[src/verilog/art_pkg.sv]
// Constants of the auto-reload timer control block: register indices,
// field positions, reset values and prescaler codes.
// Assumes a 32-bit APB bus; register byte address is four times its index.
package art_pkg;
   // ==========================================================
   // Register indices (byte address = 4 * index)
   localparam logic [7:0] ART_IDX_CTRL1 = 8'he8;
   localparam logic [7:0] ART_IDX_CTRL2 = 8'he1;
   localparam logic [7:0] ART_IDX_CTRL3 = 8'he2;
   localparam logic [7:0] ART_IDX_RLD   = 8'he9;
   localparam logic [7:0] ART_IDX_SNAP  = 8'heb;
   localparam logic [7:0] ART_IDX_CMP   = 8'hed;
   localparam logic [7:0] ART_IDX_MASK  = 8'hef;

   // ==========================================================
   // First control register fields
   localparam int ART_C1_PSC_LO  = 6;
   localparam int ART_C1_RELOAD  = 5;
   localparam int ART_C1_RUN     = 4;
   localparam int ART_C1_WRAP_IE = 3;
   localparam int ART_C1_WRAP_FL = 2;
   localparam int ART_C1_WRAP_MD = 1;

   // ==========================================================
   // Second control register fields
   localparam int ART_C2_A_ERR  = 6;
   localparam int ART_C2_B_ERR  = 5;
   localparam int ART_C2_A_IE   = 4;
   localparam int ART_C2_A_FL   = 3;
   localparam int ART_C2_A_EDGE = 2;
   localparam int ART_C2_SRC_LO = 0;

   // ==========================================================
   // Third control register fields
   localparam int ART_C3_B_EDGE = 7;
   localparam int ART_C3_B_IE   = 6;
   localparam int ART_C3_B_FL   = 5;
   localparam int ART_C3_M_IE   = 4;
   localparam int ART_C3_M_FL   = 3;
   localparam int ART_C3_Z_IE   = 2;
   localparam int ART_C3_Z_FL   = 1;
   localparam int ART_C3_W_MD   = 0;

   // ==========================================================
   // Codes and reset values
   localparam logic [1:0]  ART_PSC_OFF   = 2'h0;
   localparam logic [1:0]  ART_PSC_DIV1  = 2'h1;
   localparam logic [1:0]  ART_PSC_DIV4  = 2'h2;
   localparam logic [3:0]  ART_PRE_LIM1  = 4'h0;
   localparam logic [3:0]  ART_PRE_LIM4  = 4'h3;
   localparam logic [3:0]  ART_PRE_LIM16 = 4'hf;
   localparam logic [1:0]  ART_SRC_RUN   = 2'h0;
   localparam logic [1:0]  ART_SRC_A     = 2'h1;
   localparam logic [1:0]  ART_SRC_B     = 2'h2;
   localparam logic [1:0]  ART_SRC_OFF   = 2'h3;
   localparam logic [15:0] ART_RST_WORD  = 16'h0000;
   localparam logic [15:0] ART_WRAP_WORD = 16'hffff;
endpackage

[src/verilog/art_reload_timer_unit.sv]
// Auto-reload timer control: 16-bit down counter, prescaler, two capture
// strobe inputs, masked compare/zero, wrap and wave outputs, APB registers.
// Assumes one 20 MHz clock; strobe inputs are asynchronous pins.
//
// Behaviour
// Prescale code 00 stops, else divide 1/4/16
// Software disables prescaler before changing factor
// Software sets prescale before starting counter
// Reload bit: load from reload register, else capture
// Run bit low clears and holds counter
// Each flag reaches interrupt only when enabled
// Wrap flag set by overflow, only cleared
// Wrap output follows flag or toggles per mode
// Software keeps reserved bits at zero
// Strobe A overrun flag, blocks further A events
// Strobe B overrun flag, blocks further B events
// Software clears overrun together with event flag
// Strobe A flag set by edge, only cleared
// Edge bit: 0 falling, 1 rising, per input
// Reload source: run, strobe A, strobe B, none
// Reload source leaves capture paths untouched
// Strobe B flag set with capture into snapshot
// Match flag set on masked compare, only cleared
// Zero flag set when masked counter zero, not reset
// Wave output set/reset or toggle per mode
// Match when masked counter equals masked compare
// Zero hit when masked counter equals zero
// Interrupt is OR of flag AND enable
// Flags latch regardless of interrupt enables
// Writing 0 clears a flag, writing 1 keeps it
//
// Decided for this implementation: the APB register port.
module art_reload_timer_unit
   import art_pkg::*;
#(
   parameter int ADDR_W = 12
) (
   // Clock and reset
   input  wire logic              clock,
   input  wire logic              nrst,
   // APB slave
   input  wire logic [ADDR_W-1:0] paddr,
   input  wire logic              psel,
   input  wire logic              penable,
   input  wire logic              pwrite,
   input  wire logic [31:0]       pwdata,
   output      logic [31:0]       prdata,
   output      logic              pready,
   output      logic              pslverr,
   // Capture strobe pins
   input  wire logic              strobe_in_a,
   input  wire logic              strobe_in_b,
   // Timer outputs
   output      logic              wrap_out_pin,
   output      logic              wave_out_pin,
   output      logic              timer_irq
);
   import art_pkg::*;

   // The highest register byte address needs ten address bits
   if (ADDR_W < 10) begin : g_addr_chk
      $error("ADDR_W too small for the register map");
   end

   // ==========================================================
   // State
   typedef struct packed {
      logic [1:0]  psc;
      logic        reload_en;
      logic        run;
      logic        wrap_ie;
      logic        wrap_flag;
      logic        wrap_style;
      logic        a_err;
      logic        b_err;
      logic        a_ie;
      logic        a_flag;
      logic        a_edge;
      logic [1:0]  rsrc;
      logic        b_edge;
      logic        b_ie;
      logic        b_flag;
      logic        m_ie;
      logic        m_flag;
      logic        z_ie;
      logic        z_flag;
      logic        w_style;
      logic [15:0] cnt;
      logic [15:0] rld;
      logic [15:0] snap;
      logic [15:0] cmp;
      logic [15:0] msk;
      logic [3:0]  pre;
      logic [2:0]  sa;
      logic [2:0]  sb;
      logic        la;
      logic        lb;
      logic        mprev;
      logic        zprev;
      logic        wrap_o;
      logic        wave_o;
      logic [31:0] rdata;
   } art_state_t;

   art_state_t st_reg;
   art_state_t st_next;

   // ==========================================================
   // Helpers
   // Limit is the division factor minus one
   function automatic logic [3:0] pre_limit(input logic [1:0] code);
      if (code == ART_PSC_DIV4) begin
         pre_limit = ART_PRE_LIM4;
      end else if (code == ART_PSC_DIV1) begin
         pre_limit = ART_PRE_LIM1;
      end else begin
         pre_limit = ART_PRE_LIM16;
      end
   endfunction

   function automatic logic hit(input logic [ADDR_W-1:0] a, input logic [7:0] idx);
      hit = (a == ADDR_W'({idx, 2'b00}));
   endfunction

   function automatic logic masked_eq(input logic [15:0] a, input logic [15:0] b,
                                      input logic [15:0] m);
      masked_eq = ((a & m) == (b & m));
   endfunction

   logic       mapped;
   logic       wr;
   logic       wr1;
   logic       wr2;
   logic       wr3;
   logic [7:0] rd1;
   logic [7:0] rd2;
   logic [7:0] rd3;

   assign mapped = hit(paddr, ART_IDX_CTRL1) | hit(paddr, ART_IDX_CTRL2) |
                   hit(paddr, ART_IDX_CTRL3) | hit(paddr, ART_IDX_RLD) |
                   hit(paddr, ART_IDX_SNAP) | hit(paddr, ART_IDX_CMP) |
                   hit(paddr, ART_IDX_MASK);
   assign wr  = psel & penable & pwrite & mapped;
   assign wr1 = wr & hit(paddr, ART_IDX_CTRL1);
   assign wr2 = wr & hit(paddr, ART_IDX_CTRL2);
   assign wr3 = wr & hit(paddr, ART_IDX_CTRL3);

   // Reserved bits read back as zero
   assign rd1 = {st_reg.psc, st_reg.reload_en, st_reg.run, st_reg.wrap_ie,
                 st_reg.wrap_flag, st_reg.wrap_style, 1'b0};
   assign rd2 = {1'b0, st_reg.a_err, st_reg.b_err, st_reg.a_ie, st_reg.a_flag,
                 st_reg.a_edge, st_reg.rsrc};
   assign rd3 = {st_reg.b_edge, st_reg.b_ie, st_reg.b_flag, st_reg.m_ie,
                 st_reg.m_flag, st_reg.z_ie, st_reg.z_flag, st_reg.w_style};

   // ==========================================================
   // Next state
   always_comb begin
      logic tick;
      logic ovf;
      logic run_rise;
      logic na;
      logic nb;
      logic ev_a;
      logic ev_b;
      logic mcond;
      logic zcond;
      logic m_ev;
      logic z_ev;
      tick     = 1'b0;
      ovf      = 1'b0;
      run_rise = 1'b0;
      ev_a     = 1'b0;
      ev_b     = 1'b0;
      na       = 1'b0;
      nb       = 1'b0;
      mcond    = 1'b0;
      zcond    = 1'b0;
      m_ev     = 1'b0;
      z_ev     = 1'b0;
      st_next  = st_reg;

      // Read data latched in the setup phase, so it is a flop at access
      if (psel & ~penable) begin
         if (hit(paddr, ART_IDX_CTRL1)) begin
            st_next.rdata = {24'h0, rd1};
         end else if (hit(paddr, ART_IDX_CTRL2)) begin
            st_next.rdata = {24'h0, rd2};
         end else if (hit(paddr, ART_IDX_CTRL3)) begin
            st_next.rdata = {24'h0, rd3};
         end else if (hit(paddr, ART_IDX_RLD)) begin
            st_next.rdata = {16'h0, st_reg.rld};
         end else if (hit(paddr, ART_IDX_SNAP)) begin
            st_next.rdata = {16'h0, st_reg.snap};
         end else if (hit(paddr, ART_IDX_CMP)) begin
            st_next.rdata = {16'h0, st_reg.cmp};
         end else if (hit(paddr, ART_IDX_MASK)) begin
            st_next.rdata = {16'h0, st_reg.msk};
         end else begin
            st_next.rdata = 32'h0;
         end
      end

      // Software writes; flags only clear on a written 0
      if (wr1) begin
         st_next.psc        = pwdata[ART_C1_PSC_LO +: 2];
         st_next.reload_en  = pwdata[ART_C1_RELOAD];
         st_next.run        = pwdata[ART_C1_RUN];
         st_next.wrap_ie    = pwdata[ART_C1_WRAP_IE];
         st_next.wrap_flag  = st_reg.wrap_flag & pwdata[ART_C1_WRAP_FL];
         st_next.wrap_style = pwdata[ART_C1_WRAP_MD];
      end
      if (wr2) begin
         st_next.a_err  = st_reg.a_err & pwdata[ART_C2_A_ERR];
         st_next.b_err  = st_reg.b_err & pwdata[ART_C2_B_ERR];
         st_next.a_ie   = pwdata[ART_C2_A_IE];
         st_next.a_flag = st_reg.a_flag & pwdata[ART_C2_A_FL];
         st_next.a_edge = pwdata[ART_C2_A_EDGE];
         st_next.rsrc   = pwdata[ART_C2_SRC_LO +: 2];
      end
      if (wr3) begin
         st_next.b_edge  = pwdata[ART_C3_B_EDGE];
         st_next.b_ie    = pwdata[ART_C3_B_IE];
         st_next.b_flag  = st_reg.b_flag & pwdata[ART_C3_B_FL];
         st_next.m_ie    = pwdata[ART_C3_M_IE];
         st_next.m_flag  = st_reg.m_flag & pwdata[ART_C3_M_FL];
         st_next.z_ie    = pwdata[ART_C3_Z_IE];
         st_next.z_flag  = st_reg.z_flag & pwdata[ART_C3_Z_FL];
         st_next.w_style = pwdata[ART_C3_W_MD];
      end
      // Reload word is a capture target while reload is off
      if (wr & hit(paddr, ART_IDX_RLD) & st_reg.reload_en) begin
         st_next.rld = pwdata[15:0];
      end
      if (wr & hit(paddr, ART_IDX_CMP)) begin
         st_next.cmp = pwdata[15:0];
      end
      if (wr & hit(paddr, ART_IDX_MASK)) begin
         st_next.msk = pwdata[15:0];
      end

      // Strobe pins: three flops, level accepted when 2nd and 3rd agree
      // The first flop may go metastable; only the later two are compared
      st_next.sa = {st_reg.sa[1:0], strobe_in_a};
      st_next.sb = {st_reg.sb[1:0], strobe_in_b};
      na = (st_reg.sa[2] == st_reg.sa[1]) ? st_reg.sa[2] : st_reg.la;
      nb = (st_reg.sb[2] == st_reg.sb[1]) ? st_reg.sb[2] : st_reg.lb;
      st_next.la = na;
      st_next.lb = nb;
      if (st_reg.run) begin
         ev_a = (na != st_reg.la) & (na == st_reg.a_edge);
         ev_b = (nb != st_reg.lb) & (nb == st_reg.b_edge);
      end

      // Prescaler
      // A factor change while running may cut one period short;
      // software stops the prescaler first to avoid it
      if (~st_reg.run | (st_reg.psc == ART_PSC_OFF)) begin
         st_next.pre = 4'h0;
      end else if (st_reg.pre >= pre_limit(st_reg.psc)) begin
         st_next.pre = 4'h0;
         tick = 1'b1;
      end else begin
         st_next.pre = st_reg.pre + 4'h1;
      end

      // Capture paths are the same whatever the reload source
      if (ev_a & ~st_reg.a_err) begin
         if (st_reg.a_flag) begin
            st_next.a_err = 1'b1;
         end else begin
            st_next.a_flag = 1'b1;
            if (~st_reg.reload_en) begin
               st_next.rld = st_reg.cnt;
            end
         end
      end
      if (ev_b & ~st_reg.b_err) begin
         if (st_reg.b_flag) begin
            st_next.b_err = 1'b1;
         end else begin
            st_next.b_flag = 1'b1;
            st_next.snap   = st_reg.cnt;
         end
      end

      // Counter; capture above used the old value, so capture precedes reload
      run_rise = st_next.run & ~st_reg.run;
      if (~st_reg.run) begin
         st_next.cnt = ART_RST_WORD;
      end else begin
         if (tick) begin
            if (st_reg.cnt == ART_RST_WORD) begin
               ovf = 1'b1;
               if (st_reg.reload_en & (st_reg.rsrc != ART_SRC_OFF)) begin
                  st_next.cnt = st_reg.rld;
               end else begin
                  // No reload: free running wrap to the all-ones word
                  st_next.cnt = ART_WRAP_WORD;
               end
            end else begin
               st_next.cnt = st_reg.cnt - 16'h1;
            end
         end
         // Strobe reloads happen on every selected edge, flags or not
         if (st_reg.reload_en & ((ev_a & (st_reg.rsrc == ART_SRC_A)) |
                                 (ev_b & (st_reg.rsrc == ART_SRC_B)))) begin
            st_next.cnt = st_reg.rld;
         end
      end
      // Start by the run bit loads the reload word in the same edge
      if (run_rise & st_reg.reload_en & (st_reg.rsrc == ART_SRC_RUN)) begin
         st_next.cnt = st_reg.rld;
      end

      // Masked compare and zero, edge-detected so a held value fires once
      mcond = st_reg.run & masked_eq(st_reg.cnt, st_reg.cmp, st_reg.msk);
      // Run low is the held-reset state, so its forced zero only counts after run is set, unless the start reloads
      zcond = st_reg.run & masked_eq(st_reg.cnt, ART_RST_WORD, st_reg.msk);
      st_next.mprev = mcond;
      st_next.zprev = zcond;
      m_ev = mcond & ~st_reg.mprev;
      z_ev = zcond & ~st_reg.zprev;

      // Hardware sets last so a set beats a clear in the same cycle
      if (ovf) begin
         st_next.wrap_flag = 1'b1;
      end
      if (m_ev) begin
         st_next.m_flag = 1'b1;
      end
      if (z_ev) begin
         st_next.z_flag = 1'b1;
      end

      // Wrap output
      // Set style: the pin falls on the same edge as the flag when software clears it
      if (st_reg.wrap_style) begin
         st_next.wrap_o = st_reg.wrap_o ^ ovf;
      end else begin
         st_next.wrap_o = (st_reg.wrap_o | ovf) & st_next.wrap_flag;
      end

      // Wave output; in set/reset a coincident compare wins
      if (st_reg.w_style) begin
         st_next.wave_o = st_reg.wave_o ^ m_ev;
      end else if (m_ev) begin
         st_next.wave_o = 1'b0;
      end else if (z_ev) begin
         st_next.wave_o = 1'b1;
      end
   end

   // ==========================================================
   // Register
   // Synchronous reset; prescale off is named so the stopped state is explicit
   always_ff @(posedge clock) begin
      if (!nrst) begin
         st_reg     <= '0;
         st_reg.psc <= ART_PSC_OFF;
      end else begin
         st_reg <= st_next;
      end
   end

   // ==========================================================
   // Outputs
   assign prdata       = st_reg.rdata;
   // Every register answers at once, so no wait state is ever inserted
   assign pready       = 1'b1;
   assign pslverr      = psel & penable & ~mapped;
   assign wrap_out_pin = st_reg.wrap_o;
   assign wave_out_pin = st_reg.wave_o;
   assign timer_irq    = (st_reg.a_flag & st_reg.a_ie) | (st_reg.b_flag & st_reg.b_ie) |
                         (st_reg.wrap_flag & st_reg.wrap_ie) |
                         (st_reg.m_flag & st_reg.m_ie) |
                         (st_reg.z_flag & st_reg.z_ie);
endmodule

[config.mk]
export PLATFORM = sky130hd
export DESIGN_NAME = art_reload_timer_unit
export DESIGN_NICKNAME = d
export VERILOG_FILES = /design/src/verilog/art_pkg.sv /design/src/verilog/art_reload_timer_unit.sv
export SDC_FILE = /design/constraint.sdc
export NUM_CORES = 1
export LEC_CHECK = 0
export BUFFER_PORTS_ARGS = -buffer_cell sky130_fd_sc_hd__buf_2
export CORE_ASPECT_RATIO = 1.4
export CORE_MARGIN = 8
export CORE_UTILIZATION = 33
export DETAILED_ROUTE_END_ITERATION = 8
export SLEW_MARGIN = 20
export SYNTH_ARGS = -nofsm -noshare
export SYNTH_HDL_FRONTEND = slang
export SYNTH_SLANG_ARGS = --single-unit
[constraint.sdc]
create_clock -name clock -period 4 [get_ports clock]
set_clock_uncertainty 0.1 [all_clocks]
set_input_delay 0 -clock clock [delete_from_list [all_inputs] [get_ports clock]]
set_output_delay 0 -clock clock [all_outputs]
set_load 0.05 [all_outputs]
==> results.json <==
{
  "ys.flop_type": "dfxtp_1",
  "synth.area.top_cells": "dfxtp_1 37%, mux2i_1 7.5%, nand2_1 6.5%, o21ai_0 3.8%, buf_4 3.6%",
  "io_buffers": 54,
  "synth_area_sq_um": 7290,
  "dp_hpwl_mm": 17.7,
  "critPathLaunchType": "flop",
  "register_area_sq_um": 2680,
  "max_freq_mhz": 327,
  "layout-drive-gt1-share_pct": 12.9,
  "postCtsSetupRepairBufs": 0,
  "run_status": "finished clean",
  "arrival_ps": 3240,
  "wirelength_mm": 24.6,
  "hold_buffers": 22,
  "p_leak_nw": 3.32,
  "clk_latency_ps": 430,
  "cts-root-buf": "clkbuf_16",
  "wl_per_cell_microns": 20.3,
  "io_pins": 88,
  "hold_class": "input pin to flop",
  "avgViaCountPerCell": 5.50,
  "power_density_nw_per_um2": 364,
  "ys_seq_elements": 134,
  "largest_reg_flops": 90,
  "overflow": 0,
  "clockBufferDepth": 2,
  "n_fill_cell": 2286,
  "endpoint_kind": "flop",
  "crit_type": "flop to flop",
  "numCtsBuffers": 17,
  "grt_pass1_vias": 6572,
  "place_congestion": 0.949,
  "multi_input_area_sq_um": 4090,
  "synth_most_common_cell": "dfxtp_1",
  "synth.distinct_cells": 72,
  "cts_resized": 0,
  "die_x_microns": 142,
  "antenna_left": 0,
  "drt_iter0_markers": 620,
  "period_share_pct": 76.5,
  "cp_data_required_time_ps": 4180,
  "ys_warn_count": 0,
  "comb_power_share_pct": 6.4,
  "cts_sinks": 134,
  "dieArea_sq_um": 27200,
  "worstMarginPinSlew_ps": 963,
  "relSlewSlack_pct": 35.8,
  "maxSlewViolCount": 0,
  "die_h_microns": 192,
  "p_sw_share_pct": 25.4,
  "yosysTopAreaCell": "dfxtp_1",
  "grt_max_degree": 62,
  "num_rows": 64,
  "grt_antenna_before_repair": 0,
  "first_pass_iters": 5,
  "coreArea_sq_um": 21800,
  "cts_htree_levels": 4,
  "p_int_w": 0.00227,
  "vias": 6675,
  "finalSetupTns_ps": 0,
  "maxCapViolCount": 0,
  "period_needed_ps": 3060,
  "irDropWorstVdd_uv": 291,
  "num-nets-final": 964,
  "cts_tree": "done",
  "drc_errors": 0,
  "synth-seq-area-share_pct": 36.8,
  "avgSynthCellArea_sq_um": 8.33,
  "rsz0062_at_grt": "false",
  "final_cells": 1214,
  "syn2layout_area_growth_pct": 14.5,
  "synth_commonest_cells": "134 x dfxtp_1, 126 x nand2_1, 56 x nor2_1, 56 x o21ai_0, 55 x mux2i_1",
  "grtUsageTotal_pct": 18.3,
  "crit_path_max_fanout": 16,
  "async_flop_share_pct": 0,
  "final_hold_viol_count": 0,
  "dp_cells": 1159,
  "p_clk_share_pct": 49.5,
  "start_util_pct": 33.5,
  "finalSetupViolCount": 0,
  "grt_pass1_wl_mm": 38.1,
  "netlist_instances": 875,
  "path_clk_slew_ps": 60,
  "power_frac_seq_pct": 44.2,
  "p_sw_w": 0.000772,
  "synth_edf_count": 0,
  "yosys.area.top_type_share_pct": 36.8
}
## cells in the final DEF (no fill, tap or decap), types with 12 or more instances in the layout
master and n:
buf_2 54, nand2_1 126, a21boi_0 28, inv_1 14
a22oi_1 25, dlygate4sd3_1 22, dfxtp_1 134, xor2_1 24
nor2_1 56, conb_1 17, a21oi_1 45, clkbuf_16 17
mux2i_1 55, buf_4 12, o21ai_0 56, a22o_1 14
## worst max-delay path: stages (launching register included)
cell and delay, ps:
dfxtp_1 330, inv_1 110, ha_1 180, inv_1 50
ha_1 250, nand2b_1 140, a2111oi_0 680, nor3_1 130
nand3b_1 530, o21ai_0 350, a31oi_1 60
## kinds of logic (layout without fill, tap and decap cells)
| logic type | Yosys count | count (layout) | share of synthesized area, % |
|---|---|---|---|
| other | 2 | 18 | 0.103 |
| adders and majority gates | 10 | 10 | 1.72 |
| xor gates and xnor gates | 28 | 28 | 3.36 |
| and+or+nand+nor | 281 | 281 | 19.0 |
| buffers and inverters | 109 | 135 | 7.98 |
| DFF | 134 | 134 | 36.8 |
| AOI/OAI and AO/OA | 255 | 255 | 23.4 |
| muxes | 56 | 56 | 7.70 |
## routing by layer
metal	vias to the layer above	GRT usage, %	part of all wire [%]
li1	3155	-	-
met1	3207	21.3	42
met2	261	31.2	48
met3	52	3.51	5.4
met4	0	10.0	4.0
met5	-	0	0
## final timing paths
kind	end	slack (ps)	depth (start not counted)	startpoint
setup / recovery	st_reg[124]$_SDFFE_PN0P_	940	10	rd1[7]$_SDFFE_PN0N_
hold / removal	st_reg[119]$_SDFFE_PN0P_	50	3	nrst
setup reg to reg	st_reg[124]$_SDFFE_PN0P_	940	10	rd1[7]$_SDFFE_PN0N_
hold reg to reg	st_next[40]$_SDFF_PN0_	340	1	st_next[39]$_SDFF_PN0_
## metrics by stage
stage | util, % | hold slack (ps) | cell area [sq um] | total power, W | setup slack (ps)
floorplan | - | 27.3 | 7350 | 0.00150 | 1200
global placement | 34.7 | 121 | 7560 | 0.00155 | 1010
detailed placement | 34.7 | 121 | 7560 | 0.00155 | 910
CTS | 38.3 | 33.4 | 8350 | 0.00306 | 902
global route | 38.3 | 42.0 | 8350 | 0.00313 | 605
finish | 38.3 | 52.0 | 8350 | 0.00304 | 939
## cell type report
type,instances,share of cell area (%)
well taps,297,4.45
multi-input cells,647,49.0
clock inverters,14,1.51
inverters,15,0.674
diodes,1,0.0300
repair buffers,88,6.95
flip-flops and latches,134,32.1
clock buffers,18,5.26
## power groups by stage
stage	Combinational [W]	Sequential (W)	Clock, W
2_1_floorplan	0.000131	0.00137	0
3_3_place_gp	0.000175	0.00137	0
3_5_place_dp	0.000175	0.00137	0
4_1_cts	0.000191	0.00134	0.00153
5_1_grt	0.000205	0.00134	0.00158
6_report	0.000194	0.00134	0.00151
Power figures use the tool's default switching activity.
